### config.mk
export PLATFORM = sky130hd
export DESIGN_NAME = cil_config_loader
export DESIGN_NICKNAME = d
export VERILOG_FILES = /design/src/rtl/cil_pkg.sv /design/src/rtl/cil_eeprom_reader.sv /design/src/rtl/cil_bus_mode_timer.sv /design/src/rtl/cil_config_loader.sv
export SDC_FILE = /design/constraint.sdc
export NUM_CORES = 1
export LEC_CHECK = 0
export ABC_AREA = 1
export ABC_CLOCK_PERIOD_IN_PS = 13220
export CORE_ASPECT_RATIO = 1.25
export CORE_UTILIZATION = 63
export DETAILED_ROUTE_END_ITERATION = 7
export DONT_BUFFER_PORTS = 1
export GPL_ROUTABILITY_DRIVEN = 0
export MAX_ROUTING_LAYER = met4
export PLACE_DENSITY = 0.83
export SYNTH_ARGS = -nofsm -noshare
export SYNTH_HDL_FRONTEND = slang
export SYNTH_SLANG_ARGS = --single-unit
### constraint.sdc
create_clock -name clk_sys -period 13.22 [get_ports clk_sys]
set_input_delay 0.661 -clock clk_sys [delete_from_list [all_inputs] [get_ports clk_sys]]
set_output_delay 0.661 -clock clk_sys [all_outputs]
set_load 0.02 [all_outputs]
### src/rtl/cil_pkg.sv
package cil_pkg;
	localparam int unsigned CLK_HZ        = 20_000_000;
	localparam int unsigned CLK_PERIOD_NS = 50;
	// base time unit in crystal periods; the system clock is the crystal
	localparam int unsigned BASE_UNIT_PERIODS = 40960;
	localparam int unsigned SILENT_UNITS      = 8;
	// serial clock half period, a least time so it rounds up
	localparam int unsigned SK_HALF_NS = 2000;
	localparam logic [7:0]  SK_HALF_CLKS =
		8'((SK_HALF_NS + CLK_PERIOD_NS - 1) / CLK_PERIOD_NS);
	localparam logic [3:0]  STRAP_SETTLE_CLKS = 4'h8;
	// read frame: start bit, two opcode bits, address, dummy, 16 data
	localparam int unsigned ADDR_BITS = 6;
	localparam logic [2:0]  READ_CMD  = 3'h6;
	localparam logic [4:0]  OUT_BITS  = 5'(3 + ADDR_BITS);
	localparam logic [4:0]  LAST_BIT  = 5'(3 + ADDR_BITS + 17 - 1);
	// word map
	localparam logic [3:0]  W_MARKER = 4'h0;
	localparam logic [3:0]  W_IDENT  = 4'h1;
	localparam logic [3:0]  W_GLOBAL = 4'h2;
	localparam logic [3:0]  W_EDGE   = 4'h3;
	localparam logic [3:0]  W_OUTPUT = 4'h4;
	localparam logic [3:0]  W_DIR    = 4'h5;
	localparam logic [3:0]  W_ANALOG = 4'h6;
	localparam logic [3:0]  W_CTRL   = 4'h7;
	localparam logic [3:0]  W_CONFIG = 4'h8;
	localparam logic [7:0]  EEPROM_VALID_MARKER = 8'hAA;
	localparam logic [7:0]  MIXED_MODE_MARKER   = 8'h55;
	// strap mode constants
	localparam logic [5:0]  STRAP_IDENT_HIGH = 6'h20;
	localparam logic [7:0]  STRAP_PRESCALER  = 8'h03;
	localparam logic [7:0]  OUTPUT_DEFAULT   = 8'hFF;
	localparam logic [7:0]  REG_DEFAULT      = 8'h00;
	// bit timing
	localparam int unsigned FAST_RATE_HZ  = 1_000_000;
	localparam logic [8:0]  FAST_PSC_LIMIT =
		9'(CLK_HZ / (10 * FAST_RATE_HZ));
	localparam logic [6:0]  SAMPLE_PCT_SLOW = 7'h3C;
	localparam logic [6:0]  SAMPLE_PCT_FAST = 7'h50;
	localparam logic [2:0]  SJW_SLOW        = 3'h4;
	localparam logic [2:0]  SJW_FAST        = 3'h2;
	localparam logic [4:0]  MARKER_PORT_LOW = 5'h00;
	localparam logic [1:0]  BUS_MODE_LAST   = 2'h2;

	typedef enum logic [2:0] {
		MODE_STRAP  = 3'b001,
		MODE_EEPROM = 3'b010,
		MODE_MIXED  = 3'b100
	} cil_mode_e;
endpackage : cil_pkg

### src/rtl/cil_eeprom_reader.sv
`timescale 1ns/10ps
module cil_eeprom_reader
	import cil_pkg::*;
(
	input  wire logic                 clk_sys,
	input  wire logic                 rst_n,
	input  wire logic                 start,
	input  wire logic [ADDR_BITS-1:0] addr,
	input  wire logic                 data_in,
	output logic                      busy,
	output logic                      done,
	output logic [15:0]               word,
	output logic                      chip_sel,
	output logic                      ser_clk,
	output logic                      ser_out
);
	logic [7:0]           cnt_q;
	logic [4:0]           bit_q;
	logic [8:0]           shift_q;
	logic                 gap_q;

	// one word read: select, command out, data in on rising edges
	always_ff @(posedge clk_sys or negedge rst_n) begin
		if (!rst_n) begin
			busy     <= 1'b0;
			done     <= 1'b0;
			word     <= 16'h0000;
			chip_sel <= 1'b0;
			ser_clk  <= 1'b0;
			ser_out  <= 1'b0;
			cnt_q    <= 8'h00;
			bit_q    <= 5'h00;
			shift_q  <= 9'h000;
			gap_q    <= 1'b0;
		end else begin
			done <= 1'b0;
			if (!busy) begin
				if (start) begin
					busy     <= 1'b1;
					chip_sel <= 1'b1;
					shift_q  <= {READ_CMD, addr};
					ser_out  <= READ_CMD[2];
					cnt_q    <= 8'h00;
					bit_q    <= 5'h00;
				end
			end else if (cnt_q != SK_HALF_CLKS - 8'h01) begin
				cnt_q <= cnt_q + 8'h01;
			end else begin
				cnt_q <= 8'h00;
				if (gap_q) begin
					// select stays low a half period between words
					gap_q <= 1'b0;
					busy  <= 1'b0;
					done  <= 1'b1;
				end else if (!ser_clk) begin
					ser_clk <= 1'b1;
					if (bit_q >= OUT_BITS)
						word <= {word[14:0], data_in};
				end else begin
					ser_clk <= 1'b0;
					if (bit_q == LAST_BIT) begin
						chip_sel <= 1'b0;
						gap_q    <= 1'b1;
					end else begin
						bit_q   <= bit_q + 5'h01;
						shift_q <= {shift_q[7:0], 1'b0};
						ser_out <= (bit_q + 5'h01 < OUT_BITS) & shift_q[7];
					end
				end
			end
		end
	end
endmodule : cil_eeprom_reader

### src/rtl/cil_bus_mode_timer.sv
`timescale 1ns/10ps
module cil_bus_mode_timer
	import cil_pkg::*;
#(
	parameter int unsigned BASE_UNIT_CLKS = BASE_UNIT_PERIODS
) (
	input  wire logic       clk_sys,
	input  wire logic       rst_n,
	input  wire logic       auto_run,
	input  wire logic       msg_received,
	output logic [1:0]      bus_mode
);
	logic [15:0] unit_q;
	logic [3:0]  silent_q;

	// base time unit and silence count
	always_ff @(posedge clk_sys or negedge rst_n) begin
		if (!rst_n) begin
			unit_q   <= 16'h0000;
			silent_q <= 4'h0;
			bus_mode <= 2'h0;
		end else if (!auto_run || msg_received) begin
			unit_q   <= 16'h0000;
			silent_q <= 4'h0;
		end else if (unit_q != 16'(BASE_UNIT_CLKS - 1)) begin
			unit_q <= unit_q + 16'h0001;
		end else begin
			unit_q <= 16'h0000;
			if (silent_q == 4'(SILENT_UNITS - 1)) begin
				// mode 3 is not allowed, so wrap after mode 2
				silent_q <= 4'h0;
				bus_mode <= (bus_mode == BUS_MODE_LAST) ? 2'h0
					: bus_mode + 2'h1;
			end else begin
				silent_q <= silent_q + 4'h1;
			end
		end
	end
endmodule : cil_bus_mode_timer

### src/rtl/cil_config_loader.sv
`timescale 1ns/10ps
module cil_config_loader
	import cil_pkg::*;
#(
	parameter int unsigned BASE_UNIT_CLKS = BASE_UNIT_PERIODS
) (
	input  wire logic        clk_sys,
	input  wire logic        arst_n,
	input  wire logic [3:0]  ident_pin_in,
	output logic [3:0]       ident_pin_out,
	output logic [3:0]       ident_pin_oe_n,
	input  wire logic        msg_received,
	input  wire logic        error_passive_flag,
	input  wire logic [7:0]  port_low_status,
	input  wire logic        status_tx_done,
	output logic             status_tx_req,
	output logic [7:0]       status_byte_marker,
	output logic [7:0]       status_byte_data,
	output logic             can_enable,
	output logic             init_busy,
	output logic             eeprom_config_mode,
	output logic             mixed_strap_eeprom_mode,
	output logic [10:0]      node_tx_ident,
	output logic [10:0]      node_rx_ident,
	output logic [10:0]      global_rx_ident,
	output logic             global_ident_valid,
	output logic [7:0]       bit_rate_prescaler,
	output logic [6:0]       sample_point_pct,
	output logic [2:0]       sync_jump_quanta,
	output logic [1:0]       bus_mode_field,
	output logic             bus_mode_auto,
	output logic [7:0]       rise_edge_enable,
	output logic [7:0]       fall_edge_enable,
	output logic [7:0]       low_port_output,
	output logic [7:0]       high_port_output,
	output logic [7:0]       low_port_direction,
	output logic [7:0]       high_port_direction,
	output logic [7:0]       analog_out_low,
	output logic [7:0]       analog_out_high,
	output logic [7:0]       analog_out_control,
	output logic [7:0]       comparator_control,
	output logic [7:0]       node_config_reg
);
	typedef enum logic [6:0] {
		S_SETTLE = 7'b0000001,
		S_STRAP  = 7'b0000010,
		S_CSHOLD = 7'b0000100,
		S_WAIT   = 7'b0001000,
		S_LATCH  = 7'b0010000,
		S_STATUS = 7'b0100000,
		S_RUN    = 7'b1000000
	} cil_state_e;

	cil_state_e  state_q;
	cil_mode_e   mode_q;
	logic        rst_s1_q;
	logic        rst_n_q;
	logic [3:0]  pin_s1_q;
	logic [3:0]  pin_s2_q;
	logic [3:0]  pin_s3_q;
	logic [3:0]  pin_filt_q;
	logic [3:0]  strap_q;
	logic [3:0]  settle_q;
	logic [3:0]  word_idx_q;
	logic [15:0] words_q [1:8];
	logic        rd_start;
	logic        rd_busy;
	logic        rd_done;
	logic [15:0] rd_word;
	logic        rd_cs;
	logic        rd_sk;
	logic        rd_di;
	logic [1:0]  timer_mode;
	logic [9:0]  ident_mem;
	logic [9:0]  ident_sel;

	function automatic logic [9:0] build_ident(input logic [15:0] w);
		// high byte holds bits 9-7, low byte 6-0 above the direction bit
		return {w[10:8], w[7:1]};
	endfunction : build_ident

	function automatic logic is_fast(input logic [7:0] psc);
		return ({1'b0, psc} + 9'h001) <= FAST_PSC_LIMIT;
	endfunction : is_fast

	always_ff @(posedge clk_sys or negedge arst_n) begin
		if (!arst_n) begin
			rst_s1_q <= 1'b0;
			rst_n_q  <= 1'b0;
		end else begin
			rst_s1_q <= 1'b1;
			rst_n_q  <= rst_s1_q;
		end
	end

	// pins are asynchronous; a change counts once stages two and three agree
	always_ff @(posedge clk_sys or negedge rst_n_q) begin
		if (!rst_n_q) begin
			pin_s1_q   <= 4'h0;
			pin_s2_q   <= 4'h0;
			pin_s3_q   <= 4'h0;
			pin_filt_q <= 4'h0;
		end else begin
			pin_s1_q   <= ident_pin_in;
			pin_s2_q   <= pin_s1_q;
			pin_s3_q   <= pin_s2_q;
			pin_filt_q <= (pin_s2_q & ~(pin_s2_q ^ pin_s3_q))
				| (pin_filt_q & (pin_s2_q ^ pin_s3_q));
		end
	end

	assign rd_start = (state_q == S_CSHOLD);

	cil_eeprom_reader u_reader (
		.clk_sys  (clk_sys),
		.rst_n    (rst_n_q),
		.start    (rd_start),
		.addr     ({2'b00, word_idx_q}),
		.data_in  (pin_filt_q[3]),
		.busy     (rd_busy),
		.done     (rd_done),
		.word     (rd_word),
		.chip_sel (rd_cs),
		.ser_clk  (rd_sk),
		.ser_out  (rd_di)
	);

	always_ff @(posedge clk_sys or negedge rst_n_q) begin
		if (!rst_n_q) begin
			state_q    <= S_SETTLE;
			mode_q     <= MODE_STRAP;
			settle_q   <= 4'h0;
			strap_q    <= 4'h0;
			word_idx_q <= W_MARKER;
		end else begin
			unique case (state_q)
				S_SETTLE: begin
					settle_q <= settle_q + 4'h1;
					if (settle_q == STRAP_SETTLE_CLKS - 4'h1)
						state_q <= S_STRAP;
				end
				S_STRAP: begin
					// straps caught while every pin is still released
					strap_q <= pin_filt_q;
					state_q <= S_CSHOLD;
				end
				S_CSHOLD: state_q <= S_WAIT;
				S_WAIT: begin
					if (rd_done) begin
						if (word_idx_q == W_MARKER) begin
							if (rd_word[7:0] == MIXED_MODE_MARKER) begin
								mode_q     <= MODE_MIXED;
								word_idx_q <= W_IDENT;
								state_q    <= S_CSHOLD;
							end else if (rd_word[15:8]
								== EEPROM_VALID_MARKER) begin
								mode_q     <= MODE_EEPROM;
								word_idx_q <= W_IDENT;
								state_q    <= S_CSHOLD;
							end else begin
								mode_q  <= MODE_STRAP;
								state_q <= S_LATCH;
							end
						end else if (word_idx_q == W_CONFIG) begin
							state_q <= S_LATCH;
						end else begin
							word_idx_q <= word_idx_q + 4'h1;
							state_q    <= S_CSHOLD;
						end
					end
				end
				S_LATCH: state_q <= S_STATUS;
				S_STATUS: if (status_tx_done) state_q <= S_RUN;
				S_RUN: state_q <= S_RUN;
				default: state_q <= S_SETTLE;
			endcase
		end
	end

	// each word after the marker kept separately under its own address
	always_ff @(posedge clk_sys or negedge rst_n_q) begin
		if (!rst_n_q) begin
			for (int i = 1; i <= 8; i++)
				words_q[i] <= 16'h0000;
		end else if (state_q == S_WAIT && rd_done
			&& word_idx_q != W_MARKER) begin
			words_q[word_idx_q] <= rd_word;
		end
	end

	// pin drive is registered so the port never glitches on a state change
	always_ff @(posedge clk_sys or negedge rst_n_q) begin
		if (!rst_n_q) begin
			ident_pin_out  <= 4'h0;
			ident_pin_oe_n <= 4'hF;
		end else if (state_q == S_CSHOLD || state_q == S_WAIT) begin
			// select low outside a read, serial lines shared
			ident_pin_out  <= {1'b0, rd_di, rd_sk, rd_cs};
			ident_pin_oe_n <= 4'h8;
		end else begin
			ident_pin_out  <= 4'h0;
			ident_pin_oe_n <= 4'hF;
		end
	end

	assign ident_mem = build_ident(words_q[W_IDENT]);
	always_comb begin
		unique case (mode_q)
			MODE_EEPROM: ident_sel = ident_mem;
			MODE_MIXED:  ident_sel = {ident_mem[9:4], strap_q[3:1],
				1'b0};
			default:     ident_sel = {STRAP_IDENT_HIGH, strap_q};
		endcase
	end

	// everything settles in one edge, well ahead of the enable
	always_ff @(posedge clk_sys or negedge rst_n_q) begin
		if (!rst_n_q) begin
			node_tx_ident       <= 11'h000;
			node_rx_ident       <= 11'h001;
			global_rx_ident     <= 11'h001;
			global_ident_valid  <= 1'b0;
			bit_rate_prescaler  <= STRAP_PRESCALER;
			eeprom_config_mode  <= 1'b0;
			mixed_strap_eeprom_mode <= 1'b0;
		end else if (state_q == S_LATCH) begin
			node_tx_ident   <= {ident_sel, 1'b0};
			node_rx_ident   <= {ident_sel, 1'b1};
			global_rx_ident <= {build_ident(words_q[W_GLOBAL]),
				1'b1};
			global_ident_valid <= (mode_q != MODE_STRAP);
			eeprom_config_mode <= (mode_q == MODE_EEPROM);
			mixed_strap_eeprom_mode <= (mode_q == MODE_MIXED);
			if (mode_q == MODE_STRAP)
				bit_rate_prescaler <= STRAP_PRESCALER;
			else
				bit_rate_prescaler <= words_q[W_CONFIG][7:0];
		end
	end

	// register block; the strap defaults are also the reset values
	always_ff @(posedge clk_sys or negedge rst_n_q) begin
		if (!rst_n_q) begin
			rise_edge_enable    <= REG_DEFAULT;
			fall_edge_enable    <= REG_DEFAULT;
			low_port_output     <= OUTPUT_DEFAULT;
			high_port_output    <= OUTPUT_DEFAULT;
			low_port_direction  <= REG_DEFAULT;
			high_port_direction <= REG_DEFAULT;
			analog_out_high     <= REG_DEFAULT;
			analog_out_low      <= REG_DEFAULT;
			analog_out_control  <= REG_DEFAULT;
			comparator_control  <= REG_DEFAULT;
			node_config_reg     <= REG_DEFAULT;
		end else if (state_q == S_LATCH) begin
			if (mode_q == MODE_STRAP) begin
				rise_edge_enable    <= REG_DEFAULT;
				fall_edge_enable    <= REG_DEFAULT;
				low_port_output     <= OUTPUT_DEFAULT;
				high_port_output    <= OUTPUT_DEFAULT;
				low_port_direction  <= REG_DEFAULT;
				high_port_direction <= REG_DEFAULT;
				analog_out_high     <= REG_DEFAULT;
				analog_out_low      <= REG_DEFAULT;
				analog_out_control  <= REG_DEFAULT;
				comparator_control  <= REG_DEFAULT;
				node_config_reg     <= REG_DEFAULT;
			end else begin
				rise_edge_enable    <= words_q[W_EDGE][15:8];
				fall_edge_enable    <= words_q[W_EDGE][7:0];
				low_port_output     <= words_q[W_OUTPUT][15:8];
				high_port_output    <= words_q[W_OUTPUT][7:0];
				low_port_direction  <= words_q[W_DIR][15:8];
				high_port_direction <= words_q[W_DIR][7:0];
				analog_out_high     <= words_q[W_ANALOG][15:8];
				analog_out_low      <= words_q[W_ANALOG][7:0];
				analog_out_control  <= words_q[W_CTRL][15:8];
				comparator_control  <= words_q[W_CTRL][7:0];
				node_config_reg     <= words_q[W_CONFIG][15:8];
			end
		end
	end

	// bit timing follows the selected rate
	always_ff @(posedge clk_sys or negedge rst_n_q) begin
		if (!rst_n_q) begin
			sample_point_pct <= SAMPLE_PCT_SLOW;
			sync_jump_quanta <= SJW_SLOW;
		end else if (is_fast(bit_rate_prescaler)) begin
			sample_point_pct <= SAMPLE_PCT_FAST;
			sync_jump_quanta <= SJW_FAST;
		end else begin
			sample_point_pct <= SAMPLE_PCT_SLOW;
			sync_jump_quanta <= SJW_SLOW;
		end
	end

	always_ff @(posedge clk_sys or negedge rst_n_q) begin
		if (!rst_n_q)
			bus_mode_auto <= 1'b0;
		else if (state_q == S_LATCH)
			bus_mode_auto <= (mode_q == MODE_STRAP);
	end

	cil_bus_mode_timer #(
		.BASE_UNIT_CLKS (BASE_UNIT_CLKS)
	) u_timer (
		.clk_sys      (clk_sys),
		.rst_n        (rst_n_q),
		.auto_run     (bus_mode_auto && can_enable),
		.msg_received (msg_received),
		.bus_mode     (timer_mode)
	);

	// fixed modes stay on dual wire; run-time mode writes are elsewhere
	assign bus_mode_field = bus_mode_auto ? timer_mode : 2'h0;

	// status frame bytes frozen for the whole request
	always_ff @(posedge clk_sys or negedge rst_n_q) begin
		if (!rst_n_q) begin
			status_byte_marker <= 8'h00;
			status_byte_data   <= 8'h00;
		end else if (state_q == S_LATCH) begin
			status_byte_marker <= {error_passive_flag, bus_mode_field,
				MARKER_PORT_LOW};
			status_byte_data   <= port_low_status;
		end
	end

	assign status_tx_req = (state_q == S_STATUS);
	assign can_enable    = (state_q == S_RUN);
	assign init_busy     = (state_q != S_RUN) || rd_busy;
endmodule : cil_config_loader

==> flow_summary.json <==
{
  "fin_ws_ns": 10.30,
  "synth-edff-count": 0,
  "antenna_found_initial": 2,
  "hold_path_depth": 0,
  "cts_root_buffer": "clkbuf_16",
  "dp.final_hpwl_mm": 21.5,
  "post-route-drc-count": 0,
  "reg_top3": "words_q: 106 flops, u_reader.word: 16 flops, u_timer.unit_q: 16 flops",
  "r2r_cells": 7,
  "synth-seq-area-share": 0.595,
  "arrival_ns": 2.26,
  "pre_cts_ws_ns": 10.34,
  "fin_util": 0.678,
  "cp-start-kind": "flip-flop",
  "core_area_sq_mm": 0.0236,
  "drt-initial-drc-count": 1009,
  "setup-tns-final_ns": 0,
  "hold_viol_final": 0,
  "clkLatencyLatePin_ns": 0.52,
  "regArea_sq_mm": 0.00899,
  "postRouteAntennaNets": 0,
  "ir_worst_vdd_mv": 0.0996,
  "fin_area_sq_mm": 0.0160,
  "worst_ep_required_time_ns": 12.56,
  "period_minus_slack_ns": 2.92,
  "hold_path_class": "primary input to flip-flop",
  "synth_cell_type_count": 39,
  "start_util": 0.639,
  "die_w_um": 141,
  "placed_cell_area_sq_mm": 0.0150,
  "first_pass_iters": 5,
  "synthMuxAreaShare": 0,
  "vias": 11199,
  "numCtsBuffers": 34,
  "totalWireLength_mm": 34.8,
  "hold_slack_ns": 0.172,
  "synthAdderAreaFrac": 0.0126,
  "rows": 63,
  "finalNetCount": 1654,
  "largest_register_ffs": 106,
  "status": "finished clean",
  "slowest_delay_ns": 0.55,
  "post_cts_buffers": 0,
  "synth-seq-cells": 358,
  "io_buffer_count": 0,
  "end_kind": "output port",
  "yosys.area_share.simple": 0.243,
  "async_flop_share": 1.00,
  "synth_top_family_by_area": "simple AND/OR/NAND/NOR gates",
  "netlist_instances": 1670,
  "io_pins": 189,
  "track_usage": 0.301,
  "grt_pass1_wl_mm": 56.5,
  "rsz0062_at_grt": "no",
  "grt_max_degree": 81,
  "multi_input_area_sq_mm": 0.00503,
  "cap_violations": 0,
  "path_clk_slew_ns": 0.06,
  "ys.flop_type": "dfrtp_1",
  "syn_area_per_cell_sq_um": 9.05,
  "overflow": 0,
  "areaGrowthSynthToFinish_pct": 6.08,
  "clk_path_buf_depth": 3,
  "nFillCells": 1745,
  "grt_pass1_vias": 10877,
  "tightestPinTransition_ns": 0.964,
  "maxSlewHeadroom": 0.357,
  "htree_levels": 2,
  "setup_viol": 0,
  "clock-sinks": 358,
  "period_share": 0.221,
  "avgViaCountPerCell": 5.77,
  "dieArea_sq_mm": 0.0246,
  "die_y_um": 175,
  "max_freq_ghz": 0.343,
  "synth_compound_area_frac": 0.0634,
  "wire_per_inst_um": 17.9,
  "path_class": "flip-flop to output port",
  "critical_path.cell_chain": "nor2_2 > nand3_2 > nor2_1 > nand2_1",
  "cp_slowest_cell": "nor2_1",
  "power.density_mw_per_mm2": 129,
  "netlist_area_sq_mm": 0.0151,
  "regMostFlops": "words_q",
  "drive_above_1_share": 0.0741,
  "cts_tree": "yes",
  "critPathMaxFanout": 5,
  "synth-warning-count": 0,
  "finClkSkew_ns": 0.0174,
  "synth_xor_xnor_area_share": 0.00986,
  "final-max-slew-violation-count": 0,
  "p_leak_uw": 0.00812
}
## cells in the mapped netlist, types with 2 or more instances
| master | n | area [sq um] |
|---|---|---|
| nand3b_1 | 2 | 15.0 |
| or2_2 | 2 | 12.5 |
| o22ai_1 | 2 | 12.5 |
| nor3_1 | 11 | 55.1 |
| xor2_1 | 12 | 105 |
| o31ai_1 | 13 | 97.6 |
| o21ai_0 | 64 | 320 |
| nand2_1 | 535 | 2010 |
| buf_6 | 10 | 113 |
| xnor2_1 | 5 | 43.8 |
| o21ai_2 | 10 | 87.6 |
| nand3_1 | 177 | 886 |
| ha_1 | 12 | 150 |
| nand2_2 | 5 | 31.3 |
| buf_4 | 34 | 255 |
| nor2_4 | 4 | 45.0 |
| nand2_4 | 7 | 78.8 |
| o21ai_1 | 47 | 235 |
| a31oi_1 | 17 | 106 |
| nand4_1 | 11 | 68.8 |
| dfrtp_1 | 336 | 8410 |
| nor2_1 | 100 | 375 |
| nor3b_1 | 2 | 15.0 |
| nor2_2 | 4 | 25.0 |
| dfstp_2 | 22 | 578 |
| conb_1 | 2 | 7.51 |
| clkbuf_1 | 35 | 131 |
| a21oi_1 | 15 | 75.1 |
| inv_2 | 6 | 22.5 |
| maj3_1 | 4 | 40.0 |
| buf_2 | 25 | 125 |
| inv_1 | 132 | 495 |
## final timing paths
path                                 startpoint             endpoint  slack [ns]
worst max-delay path                 state_q[1]            init_busy       10.30
worst min-delay path            ident_pin_in[2]          pin_s1_q[2]        0.17
worst max register to register       state_q[1]     node_rx_ident[3]       10.32
worst min register to register         rst_s1_q              rst_n_q        0.35
max in group asynchronous               rst_n_q  u_timer.silent_q[1]       10.48
min in group asynchronous                arst_n             rst_s1_q        0.38
## cells in the final DEF (no fill, tap or decap), types with 3 or more instances in the layout
cell type,Yosys,layout
o31ai_1,13,13
o21ai_0,64,64
nand2_2,5,5
a21oi_1,15,15
dfrtp_1,336,335
inv_1,132,132
nor3_1,11,11
nand4_1,11,11
conb_1,2,15
a31oi_1,17,17
nand2_1,535,535
clkbuf_1,35,10
o21ai_1,47,47
dfstp_2,22,22
xor2_1,12,12
nor2_1,100,100
clkinv_2,0,6
clkbuf_8,0,3
nand2_4,7,7
maj3_1,4,4
o21ai_2,10,10
nand3_1,177,177
xnor2_1,5,5
ha_1,12,12
buf_4,34,9
nor2_2,4,4
clkbuf_16,0,35
inv_2,6,5
nor2_4,4,4
## metal layers
| layer | vias up | track usage | routed length (um) |
|---|---|---|---|
| met1 | 5448 | 0.368 | 13500 |
| met2 | 464 | 0.490 | 17200 |
| met3 | 107 | 0.0581 | 2580 |
| met5 | - | - | 0 |
| li1 | 5180 | - | - |
| met4 | 0 | 0.134 | 1540 |
## cell type report
cell class,count,share of cell area
antenna,2,0.000312
clock buffer,48,0.0596
clock inverter,10,0.00531
inverter,138,0.0325
multi-input combinational,1083,0.314
sequential,358,0.561
tap,292,0.0228
timing repair buffer,10,0.00484
## cells by family (layout without fill, tap and decap cells)
logic type               count (synthesis)  after routing
XOR/XNOR                                17             17
buffers and inverters                  242            206
other                                    2             17
flip-flops                             358            358
AND/OR/NAND/NOR                        864            864
adder cells (fa/ha/maj)                 16             16
AO/OA/AOI/OAI                          171            171
## power by group
group | internal [uW] | switching [uW] | total, uW | leakage, uW
registers | 1100 | 7.99 | 1110 | 0.00456
clock network | 525 | 404 | 929 | 0.000511
logic | 2.59 | 21.1 | 23.7 | 0.00305
## through the flow
| stage | instances | power (uW) |
|---|---|---|
| floorplan | 1683 | 1150 |
| global placement | 1880 | 1150 |
| global route | 1941 | 2120 |
| CTS | 1939 | 2070 |
| finish | 1941 | 2060 |
| detailed placement | 1880 | 1150 |
## critical path: cells and delay by family (launching register included)
family	cells	cell delay [ns]
simple gates	4	1.34
flops	1	0.41
## repair_timing
item,4_1_cts,5_1_grt
endpoints found under the setup margin,0,0
hold endpoints to repair,2,0
resized for setup,0,0
hold buffers,1,0
Power figures use the tool's default switching activity.
